==> src/include/front_panel_regs.vh <==
// register map, fields, reset values and timing of the front panel
`ifndef FRONT_PANEL_REGS_VH
`define FRONT_PANEL_REGS_VH

// byte offsets, one aligned word each
`define REG_CONFIG 8'h00
`define REG_STATUS 8'h04
`define REG_CHAN 8'h08
`define REG_LINK 8'h0c

// config fields
`define CFG_RANGE_LSB 0
`define CFG_RANGE_MSB 6
`define CFG_RANGE_RST 7'h01

// status fields
`define ST_LOCKED 0
`define ST_MANAGED 1
`define ST_MANUAL 2
`define ST_PENDING 3
`define ST_SLOT_LSB 8
`define ST_SLOT_MSB 11
`define ST_TYPE_LSB 12
`define ST_TYPE_MSB 14

// control data slot range and types
`define SLOT_FIRST 4'h1
`define SLOT_LAST 4'he
`define TYPE_NONE 3'h0
`define TYPE_SERIAL 3'h1
`define TYPE_MUSIC_IN 3'h2
`define TYPE_MUSIC_OUT 3'h3
`define TYPE_GP_IN 3'h4
`define TYPE_GP_OUT 3'h5
`define TYPE_LAST 3'h5

// flash timing
`define CLK_KHZ 50000
`define BLINK_MS 250
`define BLINK_CYCLES (`BLINK_MS * `CLK_KHZ)

`endif

==> src/hw/button_sync.v <==
// two-flop synchroniser with rising-edge pulse for front-panel buttons
`timescale 1ns/1ps
`default_nettype none

module button_sync #(
    parameter WIDTH = 8
) (
    input wire ref_clk, // system clock
    input wire rst, // async reset, active high
    input wire [WIDTH-1:0] raw, // button levels from pins
    output wire [WIDTH-1:0] press // one-cycle pulse per new press
);
    reg [WIDTH-1:0] meta;
    reg [WIDTH-1:0] stable;
    reg [WIDTH-1:0] last;

    // meta feeds only stable, never logic
    always @(posedge ref_clk or posedge rst) begin
        if (rst) begin
            meta <= {WIDTH{1'b0}};
            stable <= {WIDTH{1'b0}};
            last <= {WIDTH{1'b0}};
        end else begin
            meta <= raw;
            stable <= meta;
            last <= stable;
        end
    end

    assign press = stable & ~last;
endmodule // button_sync

`default_nettype wire

==> src/hw/front_panel_lock_and_cable_slots.v <==
// front-panel lock, managed mode, slot query and control data slot logic
// Notes on behaviour
// RULE1 - stereo link only for an odd channel and the next even one
// RULE2 - a pair linked at an input module lights matching indicators
// RULE3 - sides of a linked pair keep separate activation states
// RULE4 - managed mode requests taken only at the control master
// RULE5 - managed press flashes both indicators; confirm applies, cancel restores
// RULE6 - leaving managed mode restores the prior auto or manual mode
// RULE7 - in managed mode channel and slot buttons only display; other edits rejected
// RULE8 - edit lock belongs to this module only
// RULE9 - lock press blinks confirm indicator; confirm locks, cancel stays unlocked
// RULE10 - when locked, lock press then confirm unlocks; cancel stays locked
// RULE11 - locked panel ignores all but unlock sequence, channel queries, slot stepping
// RULE12 - locked channel press shows range start plus channel number minus one
// RULE13 - a slot query leaves channel activation unchanged
// RULE14 - managed mode gives query information whatever the lock state
// RULE15 - fourteen slots always offered, none reserved for a type
// RULE16 - selected slot steps 1 to 14 and wraps at both ends
// RULE17 - in-use lit only for an input assignment on the network
// RULE18 - types are serial, music in, music out, general in, general out, none
// RULE19 - an input-assigned slot carries only its type until its owner releases it
// RULE20 - type selector steps types, flashes confirm; confirm commits, cancel discards
// RULE21 - selecting none and confirming releases the input assignment
// RULE22 - output assignments reserve no slot; only inputs do
// RULE23 - auto/manual mode switchable only at the control master
// RULE24 - one pending confirm operation at a time; indicator stops when resolved
`timescale 1ns/1ps
`default_nettype none
`include "front_panel_regs.vh"

module front_panel_lock_and_cable_slots #(
    parameter CHANNELS = 16,
    parameter SLOTS = 14,
    parameter BLINK_CYCLES = `BLINK_CYCLES
) (
    input wire ref_clk, // 50 MHz system clock
    input wire rst, // async reset, active high
    // ahb-lite slave
    input wire hsel, // slave select
    input wire [7:0] haddr, // byte address
    input wire [1:0] htrans, // transfer type
    input wire hwrite, // write when high
    input wire [2:0] hsize, // transfer size, word only
    input wire [31:0] hwdata, // write data
    input wire hready, // bus ready
    output wire hreadyout, // slave ready, never stalls
    output wire hresp, // always okay
    output reg [31:0] hrdata, // read data
    // front-panel buttons (pins)
    input wire btn_managed, // managed button
    input wire btn_lock, // edit lock button
    input wire btn_confirm, // enter
    input wire btn_cancel, // cancel
    input wire btn_mode, // auto/manual selector
    input wire btn_slot_inc, // data slot increment
    input wire btn_slot_dec, // data slot decrement
    input wire btn_type_sel, // data type selector
    input wire [CHANNELS-1:0] btn_chan, // channel buttons
    // network state (same clock)
    input wire is_control_master, // this module is control master
    input wire link_evt, // pulse: link change from an input module
    input wire [3:0] link_first, // first channel index (0-based)
    input wire [3:0] link_second, // second channel index (0-based)
    input wire link_on, // link or unlink
    input wire [SLOTS-1:0] net_slot_busy, // slot input-claimed by a peer
    input wire [3*SLOTS-1:0] net_slot_type, // peer type per slot
    // indicators and network outputs
    output reg [CHANNELS-1:0] chan_active, // channel active leds
    output wire [CHANNELS-1:0] stereo_pair_indicator, // link leds
    output reg [6:0] net_slot_display, // network slot display
    output wire [3:0] data_slot_display, // selected control data slot
    output wire slot_in_use, // in-use led
    output reg [5:0] type_indicator, // one-hot type leds, bit0 none
    output wire confirm_pending_indicator, // flashes while an op waits
    output wire managed_indicator, // managed led
    output wire lock_indicator, // edit lock led
    output reg managed_mode, // network under computer control
    output reg net_mode_manual, // local network mode, manual when high
    output reg assign_evt, // pulse: local assignment changed
    output reg [3:0] assign_slot, // slot of that change
    output reg [2:0] assign_type // new type, none releases
);
    localparam PAIRS = CHANNELS / 2;
    // pending operation states, one-hot
    localparam ST_IDLE = 5'b00001;
    localparam ST_MANAGED = 5'b00010;
    localparam ST_LOCK = 5'b00100;
    localparam ST_TYPE = 5'b01000;
    localparam ST_MODE = 5'b10000;

    wire [CHANNELS+7:0] press;
    wire p_managed = press[0];
    wire p_lock = press[1];
    wire p_confirm = press[2];
    wire p_cancel = press[3];
    wire p_mode = press[4];
    wire p_inc = press[5];
    wire p_dec = press[6];
    wire p_type = press[7];
    wire [CHANNELS-1:0] p_chan = press[CHANNELS+7:8];

    button_sync #(
        .WIDTH(CHANNELS + 8)
    ) u_sync (
        .ref_clk(ref_clk),
        .rst(rst),
        .raw({btn_chan, btn_type_sel, btn_slot_dec, btn_slot_inc, btn_mode,
              btn_cancel, btn_confirm, btn_lock, btn_managed}),
        .press(press)
    );

    reg [4:0] state;
    reg locked;
    reg saved_manual;
    reg [3:0] sel_slot;
    reg [2:0] cand_type;
    reg [2:0] slot_type [0:SLOTS-1];
    reg [PAIRS-1:0] link_pairs;
    reg [6:0] range_start;
    reg [31:0] blink_cnt;
    reg blink;

    // input kinds reserve a slot; outputs never do
    function is_input;
        input [2:0] t;
        begin
            is_input = (t == `TYPE_SERIAL) || (t == `TYPE_MUSIC_IN) || (t == `TYPE_GP_IN); // [RULE22]
        end
    endfunction

    // output type allowed on a slot fed by that input type
    function [2:0] out_for;
        input [2:0] t;
        begin
            case (t)
                `TYPE_SERIAL: out_for = `TYPE_SERIAL;
                `TYPE_MUSIC_IN: out_for = `TYPE_MUSIC_OUT;
                `TYPE_GP_IN: out_for = `TYPE_GP_OUT;
                default: out_for = `TYPE_NONE;
            endcase
        end
    endfunction

    wire [3:0] sel_idx = sel_slot - 4'h1;
    wire [2:0] cur_type = slot_type[sel_idx];
    wire [2:0] net_type = net_slot_type[3*sel_idx +: 3];
    wire other_busy = net_slot_busy[sel_idx];
    wire own_input = is_input(cur_type);
    wire view_only = locked | managed_mode; // [RULE7] [RULE11] [RULE14]

    // a candidate must keep the slot's established type
    reg cand_ok;
    always @* begin
        if (own_input)
            cand_ok = (cand_type == `TYPE_NONE) || (cand_type == cur_type); // [RULE19] [RULE21]
        else if (other_busy)
            cand_ok = (cand_type == `TYPE_NONE) || (cand_type == out_for(net_type)); // [RULE19]
        else
            cand_ok = !is_input(cand_type) ? (cand_type == `TYPE_NONE) : 1'b1;
    end

    // in-use shows inputs only, ours or a peer's
    assign slot_in_use = other_busy | own_input; // [RULE17]
    assign data_slot_display = sel_slot;
    assign lock_indicator = locked;
    assign confirm_pending_indicator = (state != ST_IDLE) & blink; // [RULE24]
    assign managed_indicator = (state == ST_MANAGED) ? blink : managed_mode; // [RULE5]

    // pair indicators, each channel from its pair
    genvar g;
    generate
        for (g = 0; g < CHANNELS; g = g + 1) begin : g_pair
            assign stereo_pair_indicator[g] = link_pairs[g/2]; // [RULE2]
        end
    endgenerate

    // flash timebase; free running keeps all flashing leds in phase
    always @(posedge ref_clk or posedge rst) begin
        if (rst) begin
            blink_cnt <= 32'h0;
            blink <= 1'b0;
        end else if (blink_cnt == BLINK_CYCLES - 1) begin
            blink_cnt <= 32'h0;
            blink <= ~blink;
        end else begin
            blink_cnt <= blink_cnt + 32'h1;
        end
    end

    // network stereo links: odd-even neighbours only, others dropped
    always @(posedge ref_clk or posedge rst) begin
        if (rst) begin
            link_pairs <= {PAIRS{1'b0}};
        end else if (link_evt && !link_first[0] && (link_second == link_first + 4'h1)) begin // [RULE1]
            link_pairs[link_first[3:1]] <= link_on; // [RULE2]
        end
    end

    // front-panel command interpreter
    integer i;
    always @(posedge ref_clk or posedge rst) begin
        if (rst) begin
            state <= ST_IDLE;
            locked <= 1'b0;
            managed_mode <= 1'b0;
            net_mode_manual <= 1'b0;
            saved_manual <= 1'b0;
            sel_slot <= `SLOT_FIRST;
            cand_type <= `TYPE_NONE;
            chan_active <= {CHANNELS{1'b0}};
            net_slot_display <= `CFG_RANGE_RST;
            assign_evt <= 1'b0;
            assign_slot <= `SLOT_FIRST;
            assign_type <= `TYPE_NONE;
            for (i = 0; i < SLOTS; i = i + 1)
                slot_type[i] <= `TYPE_NONE; // [RULE15]
        end else begin
            assign_evt <= 1'b0;
            // slot stepping is allowed except while a type change is pending; a query when locked
            if (p_inc && state != ST_TYPE) begin
                sel_slot <= (sel_slot == `SLOT_LAST) ? `SLOT_FIRST : sel_slot + 4'h1; // [RULE16]
            end else if (p_dec && state != ST_TYPE) begin
                sel_slot <= (sel_slot == `SLOT_FIRST) ? `SLOT_LAST : sel_slot - 4'h1; // [RULE16]
            end
            // channel buttons: query when view-only, else toggle that side
            for (i = 0; i < CHANNELS; i = i + 1) begin
                if (p_chan[i]) begin
                    if (view_only)
                        net_slot_display <= range_start + i[6:0]; // [RULE12] [RULE13] [RULE14]
                    else
                        chan_active[i] <= ~chan_active[i]; // [RULE3]
                end
            end
            case (state)
                ST_IDLE: begin
                    if (p_managed && is_control_master && !locked) begin
                        state <= ST_MANAGED; // [RULE4] [RULE5]
                    end else if (p_lock && !managed_mode) begin
                        state <= ST_LOCK; // [RULE9] [RULE10]
                    end else if (p_mode && is_control_master && !view_only) begin
                        state <= ST_MODE; // [RULE23]
                    end else if (p_type && !view_only) begin
                        cand_type <= (cur_type == `TYPE_LAST) ? `TYPE_NONE : cur_type + 3'h1; // [RULE20]
                        state <= ST_TYPE;
                    end
                end
                ST_MANAGED: begin
                    if (p_confirm) begin
                        state <= ST_IDLE;
                        managed_mode <= ~managed_mode; // [RULE5]
                        if (managed_mode)
                            net_mode_manual <= saved_manual; // [RULE6]
                        else
                            saved_manual <= net_mode_manual; // [RULE6]
                    end else if (p_cancel) begin
                        state <= ST_IDLE; // [RULE5] [RULE24]
                    end
                end
                ST_LOCK: begin
                    if (p_confirm) begin
                        state <= ST_IDLE;
                        locked <= ~locked; // [RULE8] [RULE9] [RULE10]
                        net_slot_display <= range_start;
                    end else if (p_cancel) begin
                        state <= ST_IDLE; // [RULE9] [RULE10]
                    end
                end
                ST_MODE: begin
                    if (p_confirm) begin
                        state <= ST_IDLE;
                        net_mode_manual <= ~net_mode_manual; // [RULE23]
                    end else if (p_cancel) begin
                        state <= ST_IDLE;
                    end
                end
                ST_TYPE: begin
                    if (p_type) begin
                        cand_type <= (cand_type == `TYPE_LAST) ? `TYPE_NONE : cand_type + 3'h1; // [RULE18] [RULE20]
                    end else if (p_confirm) begin
                        // an illegal candidate is dropped as if cancelled
                        state <= ST_IDLE;
                        if (cand_ok) begin
                            slot_type[sel_idx] <= cand_type; // [RULE20] [RULE21]
                            assign_evt <= 1'b1;
                            assign_slot <= sel_slot;
                            assign_type <= cand_type;
                        end
                    end else if (p_cancel) begin
                        state <= ST_IDLE; // [RULE20]
                    end
                end
                default: state <= ST_IDLE;
            endcase
        end
    end

    // type leds: candidate while pending, else stored type, or the peer's type when a peer claims a slot that holds no input of ours
    always @* begin
        type_indicator = 6'h00;
        if (state == ST_TYPE)
            type_indicator[cand_type] = 1'b1; // [RULE20]
        else if (own_input || !other_busy)
            type_indicator[cur_type] = 1'b1;
        else
            type_indicator[net_type] = 1'b1;
    end

    // ahb-lite slave: zero wait states, okay always
    reg wr_pend;
    reg [7:0] wr_addr;
    wire take = hsel & hready & htrans[1];
    assign hreadyout = 1'b1;
    assign hresp = 1'b0;

    // write lands in the data phase
    always @(posedge ref_clk or posedge rst) begin
        if (rst) begin
            wr_pend <= 1'b0;
            wr_addr <= 8'h00;
            range_start <= `CFG_RANGE_RST;
        end else begin
            if (hready) begin
                wr_pend <= take & hwrite;
                wr_addr <= haddr;
            end
            if (wr_pend && wr_addr == `REG_CONFIG)
                range_start <= hwdata[`CFG_RANGE_MSB:`CFG_RANGE_LSB];
        end
    end

    // loaded at the address phase so it stands in the data phase
    reg [31:0] next_rdata;
    always @* begin
        next_rdata = 32'h0;
        case (haddr)
            `REG_CONFIG: next_rdata[`CFG_RANGE_MSB:`CFG_RANGE_LSB] = range_start;
            `REG_STATUS: begin
                next_rdata[`ST_LOCKED] = locked;
                next_rdata[`ST_MANAGED] = managed_mode;
                next_rdata[`ST_MANUAL] = net_mode_manual;
                next_rdata[`ST_PENDING] = (state != ST_IDLE);
                next_rdata[`ST_SLOT_MSB:`ST_SLOT_LSB] = sel_slot;
                next_rdata[`ST_TYPE_MSB:`ST_TYPE_LSB] = cur_type;
            end
            `REG_CHAN: next_rdata[CHANNELS-1:0] = chan_active;
            `REG_LINK: next_rdata[PAIRS-1:0] = link_pairs;
            default: next_rdata = 32'h0;
        endcase
    end

    always @(posedge ref_clk or posedge rst) begin
        if (rst)
            hrdata <= 32'h0;
        else if (take && !hwrite)
            hrdata <= next_rdata;
    end
endmodule // front_panel_lock_and_cable_slots

`default_nettype wire

==> config.mk <==
export PLATFORM = sky130hd
export DESIGN_NAME = front_panel_lock_and_cable_slots
export DESIGN_NICKNAME = d
export VERILOG_FILES = /design/src/hw/button_sync.v /design/src/hw/front_panel_lock_and_cable_slots.v
export VERILOG_INCLUDE_DIRS = /design/src /design/src/include
export SDC_FILE = /design/constraint.sdc
export NUM_CORES = 1
export LEC_CHECK = 0
export ABC_AREA = 1
export BUFFER_PORTS_ARGS = -buffer_cell sky130_fd_sc_hd__buf_4
export CAP_MARGIN = 20
export CORE_MARGIN = 2
export CORE_UTILIZATION = 60
export DETAILED_ROUTE_END_ITERATION = 6
export PLACE_DENSITY = 0.95
export SYNTH_ARGS = -nofsm -noshare
export SYNTH_HDL_FRONTEND = slang
export SYNTH_SLANG_ARGS = --single-unit
==> constraint.sdc <==
create_clock -name ref_clk -period 11.8 [get_ports ref_clk]
set_input_delay 0.59 -clock ref_clk [delete_from_list [all_inputs] [get_ports ref_clk]]
set_output_delay 0.59 -clock ref_clk [all_outputs]
set_load 0.1 [all_outputs]
; ---- Word level (Yosys, flattened, before mapping)
; Cells that the tools add are included.
[classes]
n_addsub = 21
mul = 1
order_cmp = 11
eq_ne = 36
shift = 1
muxes = 94
n_bitwise = 31
n_reduce_logical = 59
[op_table]
columns = operator, n
row1 = $mux W7, 34
row2 = $add A7 B4 Y7 const B, 8
row3 = $bwmux W42, 1
row4 = $shiftx A42 B7 Y3, 1
row5 = $reduce_and A2 Y1, 19
row6 = $mux W3, 12
row7 = $mux W5, 7
row8 = $add A32 B1 Y32 const B, 1
row9 = $eq A32 B24 Y1 const B, 1
row10 = $mux W32, 1
row11 = $add A7 B3 Y7 const B, 4
row12 = $and A24 B24 Y24, 1
row13 = $not A24 Y24, 1
row14 = $not A1 Y1, 22
row15 = $pmux W3 S3, 2
row16 = $logic_and A1 B1 Y1, 17
row17 = $mux W1, 17
row18 = $eq A8 B4 Y1 const B, 2
row19 = $logic_not A8 Y1, 2
row20 = $lt A3 B4 Y1 const B, 4
row21 = $mux W4, 4
row22 = $ne A2 B2 Y1 const B, 8
row23 = $pmux W4 S4, 1
row24 = $eq A3 B3 Y1 const B, 5
row25 = other kinds (46), 79
[totals]
ff_bits = 234
in_bits = 141
word_cells = 305

; ---- Depth between registers and ports, before layout
[depth]
word_depth = 35
depth_mapped = 25

; ---- Cells and area by module
; A second synthesis with hierarchy kept.
[hier_totals]
cells_unflattened = 1801
area_unflattened_um2 = 13654.3
[modules_own_cells]
columns = mod, instances, cells_per_inst, area_each_um2, seq_area_each_um2
row1 = front_panel_lock_and_cable_slots, 1, 1680, 11608.6, 4060.1
row2 = button_sync, 1, 121, 2045.7, 1801.7

; ---- Least setup slack after synthesis
; No wires, ideal clock.
[synth_path]
kind = register to output
from = register sel_slot[0], in the netlist data_slot_display[0]
to = output type_indicator[0]
arrival_ps = 4734
required_ps = 11210
path_slack_ps = 6476
path_stages_with_launch = 18
n_path_buf = 4
path_cell_list = dfstp_2 -> inv_2 -> buf_2 -> buf_2 -> buf_2 -> ha_1 -> inv_1 -> clkbuf_1 -> o21ai_0 -> o221ai_1 -> o211ai_1 -> nand2_1 -> inv_1 -> nand2_1 -> nand3_1 -> inv_1 -> nand4_1 -> a22oi_1
[synth_via]
elab_chain_cells = 11
[synth_lines]
columns = element, line
row1 = from (decl), front_panel_lock_and_cable_slots.v:115  ; reg [3:0] sel_slot;
row2 = from (signal assigned), front_panel_lock_and_cable_slots.v:208  ; sel_slot <= `SLOT_FIRST;
row3 = from (signal assigned), front_panel_lock_and_cable_slots.v:221  ; sel_slot <= (sel_slot == `SLOT_LAST) ? `SLOT_FIRST : sel_slot + 4'h1;
row4 = from (signal assigned), front_panel_lock_and_cable_slots.v:223  ; sel_slot <= (sel_slot == `SLOT_FIRST) ? `SLOT_LAST : sel_slot - 4'h1;
row5 = $sub A4 B1 Y4 *, front_panel_lock_and_cable_slots.v:144  ; wire [3:0] sel_idx = sel_slot - 4'h1;
row6 = branches (longest 8 deep; another with $mul A2 B4 Y6), --
row7 = $mux W6 *, front_panel_lock_and_cable_slots.v:302  ; else if (own_input || !other_busy)
row8 = $mux W6 *, front_panel_lock_and_cable_slots.v:300  ; if (state == ST_TYPE)
row9 = to (decl), front_panel_lock_and_cable_slots.v:73  ; output reg [5:0] type_indicator,
; Mark *: on every way between the ends. The select of a mux whose other input is x is not followed.

; ---- Worst setup path after layout
[layout_path]
from = register sel_slot[0], in the netlist data_slot_display[0]
to = output type_indicator[4]
; Same word-level chain as after synthesis.

==> results.py <==
metrics = {
    "placement": {
        "place_congestion": 0.9760,
        "numPortBuffers": 190,
        "post-place-ws_ns": 5.999,
        "dp.cells": 2210,
        "dp_hpwl_mm": 27.43,
        "place_area_um2": 14970,
    },
    "cts": {
        "cts_buffer_depth": 3,
        "ctsResizeCount": 0,
        "cts_num_sinks": 234,
        "cts_buffers": 24,
        "clock_latency_ns": 0.54,
        "hold_buffers": 0,
        "post-cts-setup-buffer-count": 0,
        "htreeDepth": 1,
        "cts-root-buf": "clkbuf_16",
        "cts_tree": "built",
        "clkTransAtPathRegs_ns": 0.07,
    },
    "die": {
        "rows": 54,
        "die-width_um": 154.3,
        "die_y_um": 154.3,
        "die-area_um2": 23800,
        "start_util_pct": 61.50,
        "io_pins": 238,
        "core_um2": 22030,
    },
    "layout": {
        "drive_gt1_share_pct": 14.62,
        "multiInputGateArea_um2": 6460,
        "area_delta_synth_final_pct": 16.99,
        "antenna_cells": 0,
        "finalNetCount": 2124,
        "post-route-util_pct": 71.96,
        "regArea_um2": 5862,
        "final_area_um2": 15850,
        "fillers": 1663,
        "final_cells": 2257,
    },
    "grt": {
        "grt_max_degree": 151,
        "grt_pass1_vias": 12700,
        "antenna_found_initial": 0,
        "grt_usage_pct": 33.05,
        "grt_pass1_wl_mm": 64.23,
        "grt-ovfl-total": 0,
    },
    "synthesis": {
        "syn_inst": 1803,
        "synth-seq-area-share_pct": 43.27,
        "yosysUniqueCellTypes": 56,
        "synth_ff_type": "dfrtp_1",
        "synth_edf_count": 0,
        "synth-seq-cells": 234,
        "syn_avg_cell_area_um2": 7.513,
        "synth_top_area_cell": "dfrtp_1",
        "synth_top_area_share_pct": 42.30,
        "synth.area.top_cells": "dfrtp_1 (42%), nand2_1 (13%), inv_1 (5.6%)",
        "async_flop_share_pct": 100.0,
        "synth_area_um2": 13550,
        "yosys_warnings": 0,
    },
    "pwr": {
        "p_sw_share_pct": 57.10,
        "static-leakage-power_nw": 7.961,
        "combPwrFrac_pct": 60.6,
        "p_seq_share_pct": 22.8,
        "power_frac_clock_pct": 16.6,
        "power_density_nw_per_um2": 300.4,
        "p_sw_mw": 2.719,
        "intPower_mw": 2.043,
        "ir_drop_mv": 0.3180,
    },
    "run_status": {
        "violations": "design-rule violations",
        "status": "complete, but fails checks",
    },
    "critical_path": {
        "path_delay_family": "buffers and inverters",
        "critPathRequiredTime_ns": 11.21,
        "critPathLaunchType": "flop",
        "crit_chain": "buf_4 > inv_2 > buf_4 > ha_1 > inv_1 > o21ai_0 > o22ai_1 > nand2_1 > nand2_1 > nor3_4 > nor2_1 > nand2_1 > nand3_1 > inv_1 > nand2_1 > o21ai_0 > nand2_1 > nand2_1 > buf_4",
        "r2r_start": "data_slot_display[0]$_DFFE_PP1P_",
        "cp_common_cell": "nand2_1",
        "crit_type": "reg2out",
        "rr_endpoint": "assign_type[1]$_DFFE_PP0P_",
        "critPathArrivalTime_ns": 5.45,
        "end_kind": "primary output",
        "path_max_fanout": 56,
        "max_stage_delay_ns": 0.89,
        "r2r_slack_ns": 5.76,
        "worst_path_max_delay_cell": "ha_1",
        "crit_buf_inv": 6,
        "rr_worst_depth": 20,
    },
    "routing": {
        "wl_per_cell_um": 17.84,
        "post_drt_via_cell_ratio": 5.926,
        "drt-pass1-iter-count": 7,
        "wirelength_mm": 40.27,
        "drc_errors": 2,
        "first_iter_violations": 1562,
        "vias": 13380,
        "postRouteAntennaNets": 0,
    },
    "timing": {
        "skew_ns": 0.02166,
        "fin_crit_sh_pct": 51.21,
        "setup_slack_ns": 5.758,
        "clock.fmax_ghz": 0.1655,
        "relSlewSlack_pct": 26.60,
        "rsz0062_at_grt": "false",
        "fin_setup_tns_ns": 0,
        "min_period_ns": 6.042,
        "finalHoldViolCount": 0,
        "worst_pin_slew_ns": 1.091,
        "setup-violations-final": 0,
        "drv_slew": 0,
    },
    "job": {
        "maxCapViolations": 0,
    },
    "worst_hold_path": {
        "hold_class": "in2async",
    },
}
-- state kept, by name (all words and copies together) (netlist names), 7 cells and up --
| register | flops |
|---|---|
| u_sync.meta | 24 |
| net_slot_display | 7 |
| u_sync.stable | 24 |
| wr_addr | 8 |
| blink_cnt | 32 |
| chan_active | 16 |
| link_pairs | 8 |
| slot_type | 42 |
| hrdata | 16 |
| u_sync.last | 24 |
| range_start | 7 |
-- layer usage --
layer | vias up | wire length [um] | part of all wire [%] | track usage (%)
met2 | 840 | 19440 | 48 | 55.35
met5 | - | 0 | 0 | 0
met1 | 6215 | 15090 | 37 | 42.18
li1 | 6158 | - | - | -
met4 | 0 | 1912 | 4.7 | 15.04
met3 | 163 | 3830 | 9.5 | 5.996
-- layout by cell type, fill, tap and decap left out, types with 7 or more instances in the layout --
cell / Yosys / final
ha_1: 23 / 23
mux2_2: 10 / 10
or2_2: 7 / 7
clkbuf_16: 0 / 25
o211ai_1: 9 / 9
inv_2: 7 / 7
o22ai_1: 16 / 16
nand2_1: 453 / 453
a22oi_1: 8 / 8
dfrtp_1: 229 / 229
a21oi_1: 80 / 80
o21ai_1: 8 / 8
nor4_1: 19 / 18
conb_1: 2 / 18
o21ai_0: 139 / 139
inv_1: 202 / 201
nor3_1: 33 / 33
nand3_1: 86 / 86
buf_4: 32 / 199
xor2_1: 46 / 46
nor2_1: 196 / 195
a31oi_1: 12 / 12
nand4_1: 55 / 55
xnor2_1: 17 / 17
-- Yosys cell counts (5+ instances only) --
library cell  instances
a21oi_1              80
a221oi_1              5
a22oi_1               8
a31oi_1              12
buf_2                 9
buf_4                32
buf_6                 5
clkbuf_1             39
clkinv_1              5
dfrtp_1             229
dfstp_2               5
ha_1                 23
inv_1               202
inv_2                 7
mux2_2               10
nand2_1             453
nand3_1              86
nand4_1              55
nor2_1              196
nor3_1               33
nor4_1               19
o211ai_1              9
o21ai_0             139
o21ai_1               8
o221ai_1              5
o22ai_1              16
or2_2                 7
xnor2_1              17
xor2_1               46
-- metrics by stage --
step,hold WS (ns),power [mW]
after CTS,0.1538,4.696
after global routing,0.05382,5.000
after detailed placement,0.3347,3.897
final,0.03474,4.761
after global placement,0.3335,3.831
after floorplan,0.3312,3.310
-- cells by family (layout without fill, tap and decap cells) --
| kind of cell | after synthesis | after routing | synth area share (%) |
|---|---|---|---|
| mux | 10 | 10 | 0.8313 |
| other cells | 2 | 18 | 0.05544 |
| flops | 234 | 234 | 43.27 |
| simple gates | 868 | 868 | 27.27 |
| xor+xnor | 65 | 65 | 4.480 |
| compound gates | 300 | 300 | 12.39 |
| fa+ha+maj | 23 | 23 | 2.124 |
| buf+inv | 301 | 459 | 9.587 |
-- power by group through the flow --
| stage | clock [mW] | sequential [mW] | combinational [mW] |
|---|---|---|---|
| after detailed placement | 0 | 1.09 | 2.81 |
| after floorplan | 0 | 1.48 | 1.83 |
| after global routing | 0.825 | 1.09 | 3.08 |
| final | 0.789 | 1.09 | 2.89 |
| after CTS | 0.790 | 1.08 | 2.83 |
| after global placement | 0 | 1.08 | 2.75 |
-- cell type report --
cell class / count / area share [%]
clock buffers: 34 / 4.476
clock inverters: 9 / 0.6473
inverters: 214 / 5.116
multi-input cells: 1284 / 40.76
flip-flops and latches: 234 / 36.99
well taps: 280 / 2.210
repair buffers: 202 / 9.805
-- worst max path at each step --
stage | cells past startpoint | from | end
6_report | 19 | data_slot_display[0]$_DFFE_PP1P_ | type_indicator[4]
5_1_grt | 19 | data_slot_display[0]$_DFFE_PP1P_ | assign_type[2]$_DFFE_PP0P_
4_1_cts | 17 | data_slot_display[0]$_DFFE_PP1P_ | type_indicator[4]
3_5_place_dp | 20 | data_slot_display[0]$_DFFE_PP1P_ | assign_type[1]$_DFFE_PP0P_
3_3_place_gp | 19 | data_slot_display[0]$_DFFE_PP1P_ | assign_type[0]$_DFFE_PP0P_
2_1_floorplan | 1 | rst | assign_evt$_DFF_PP0_
No activity file was read; power rests on OpenSTA's default activity.
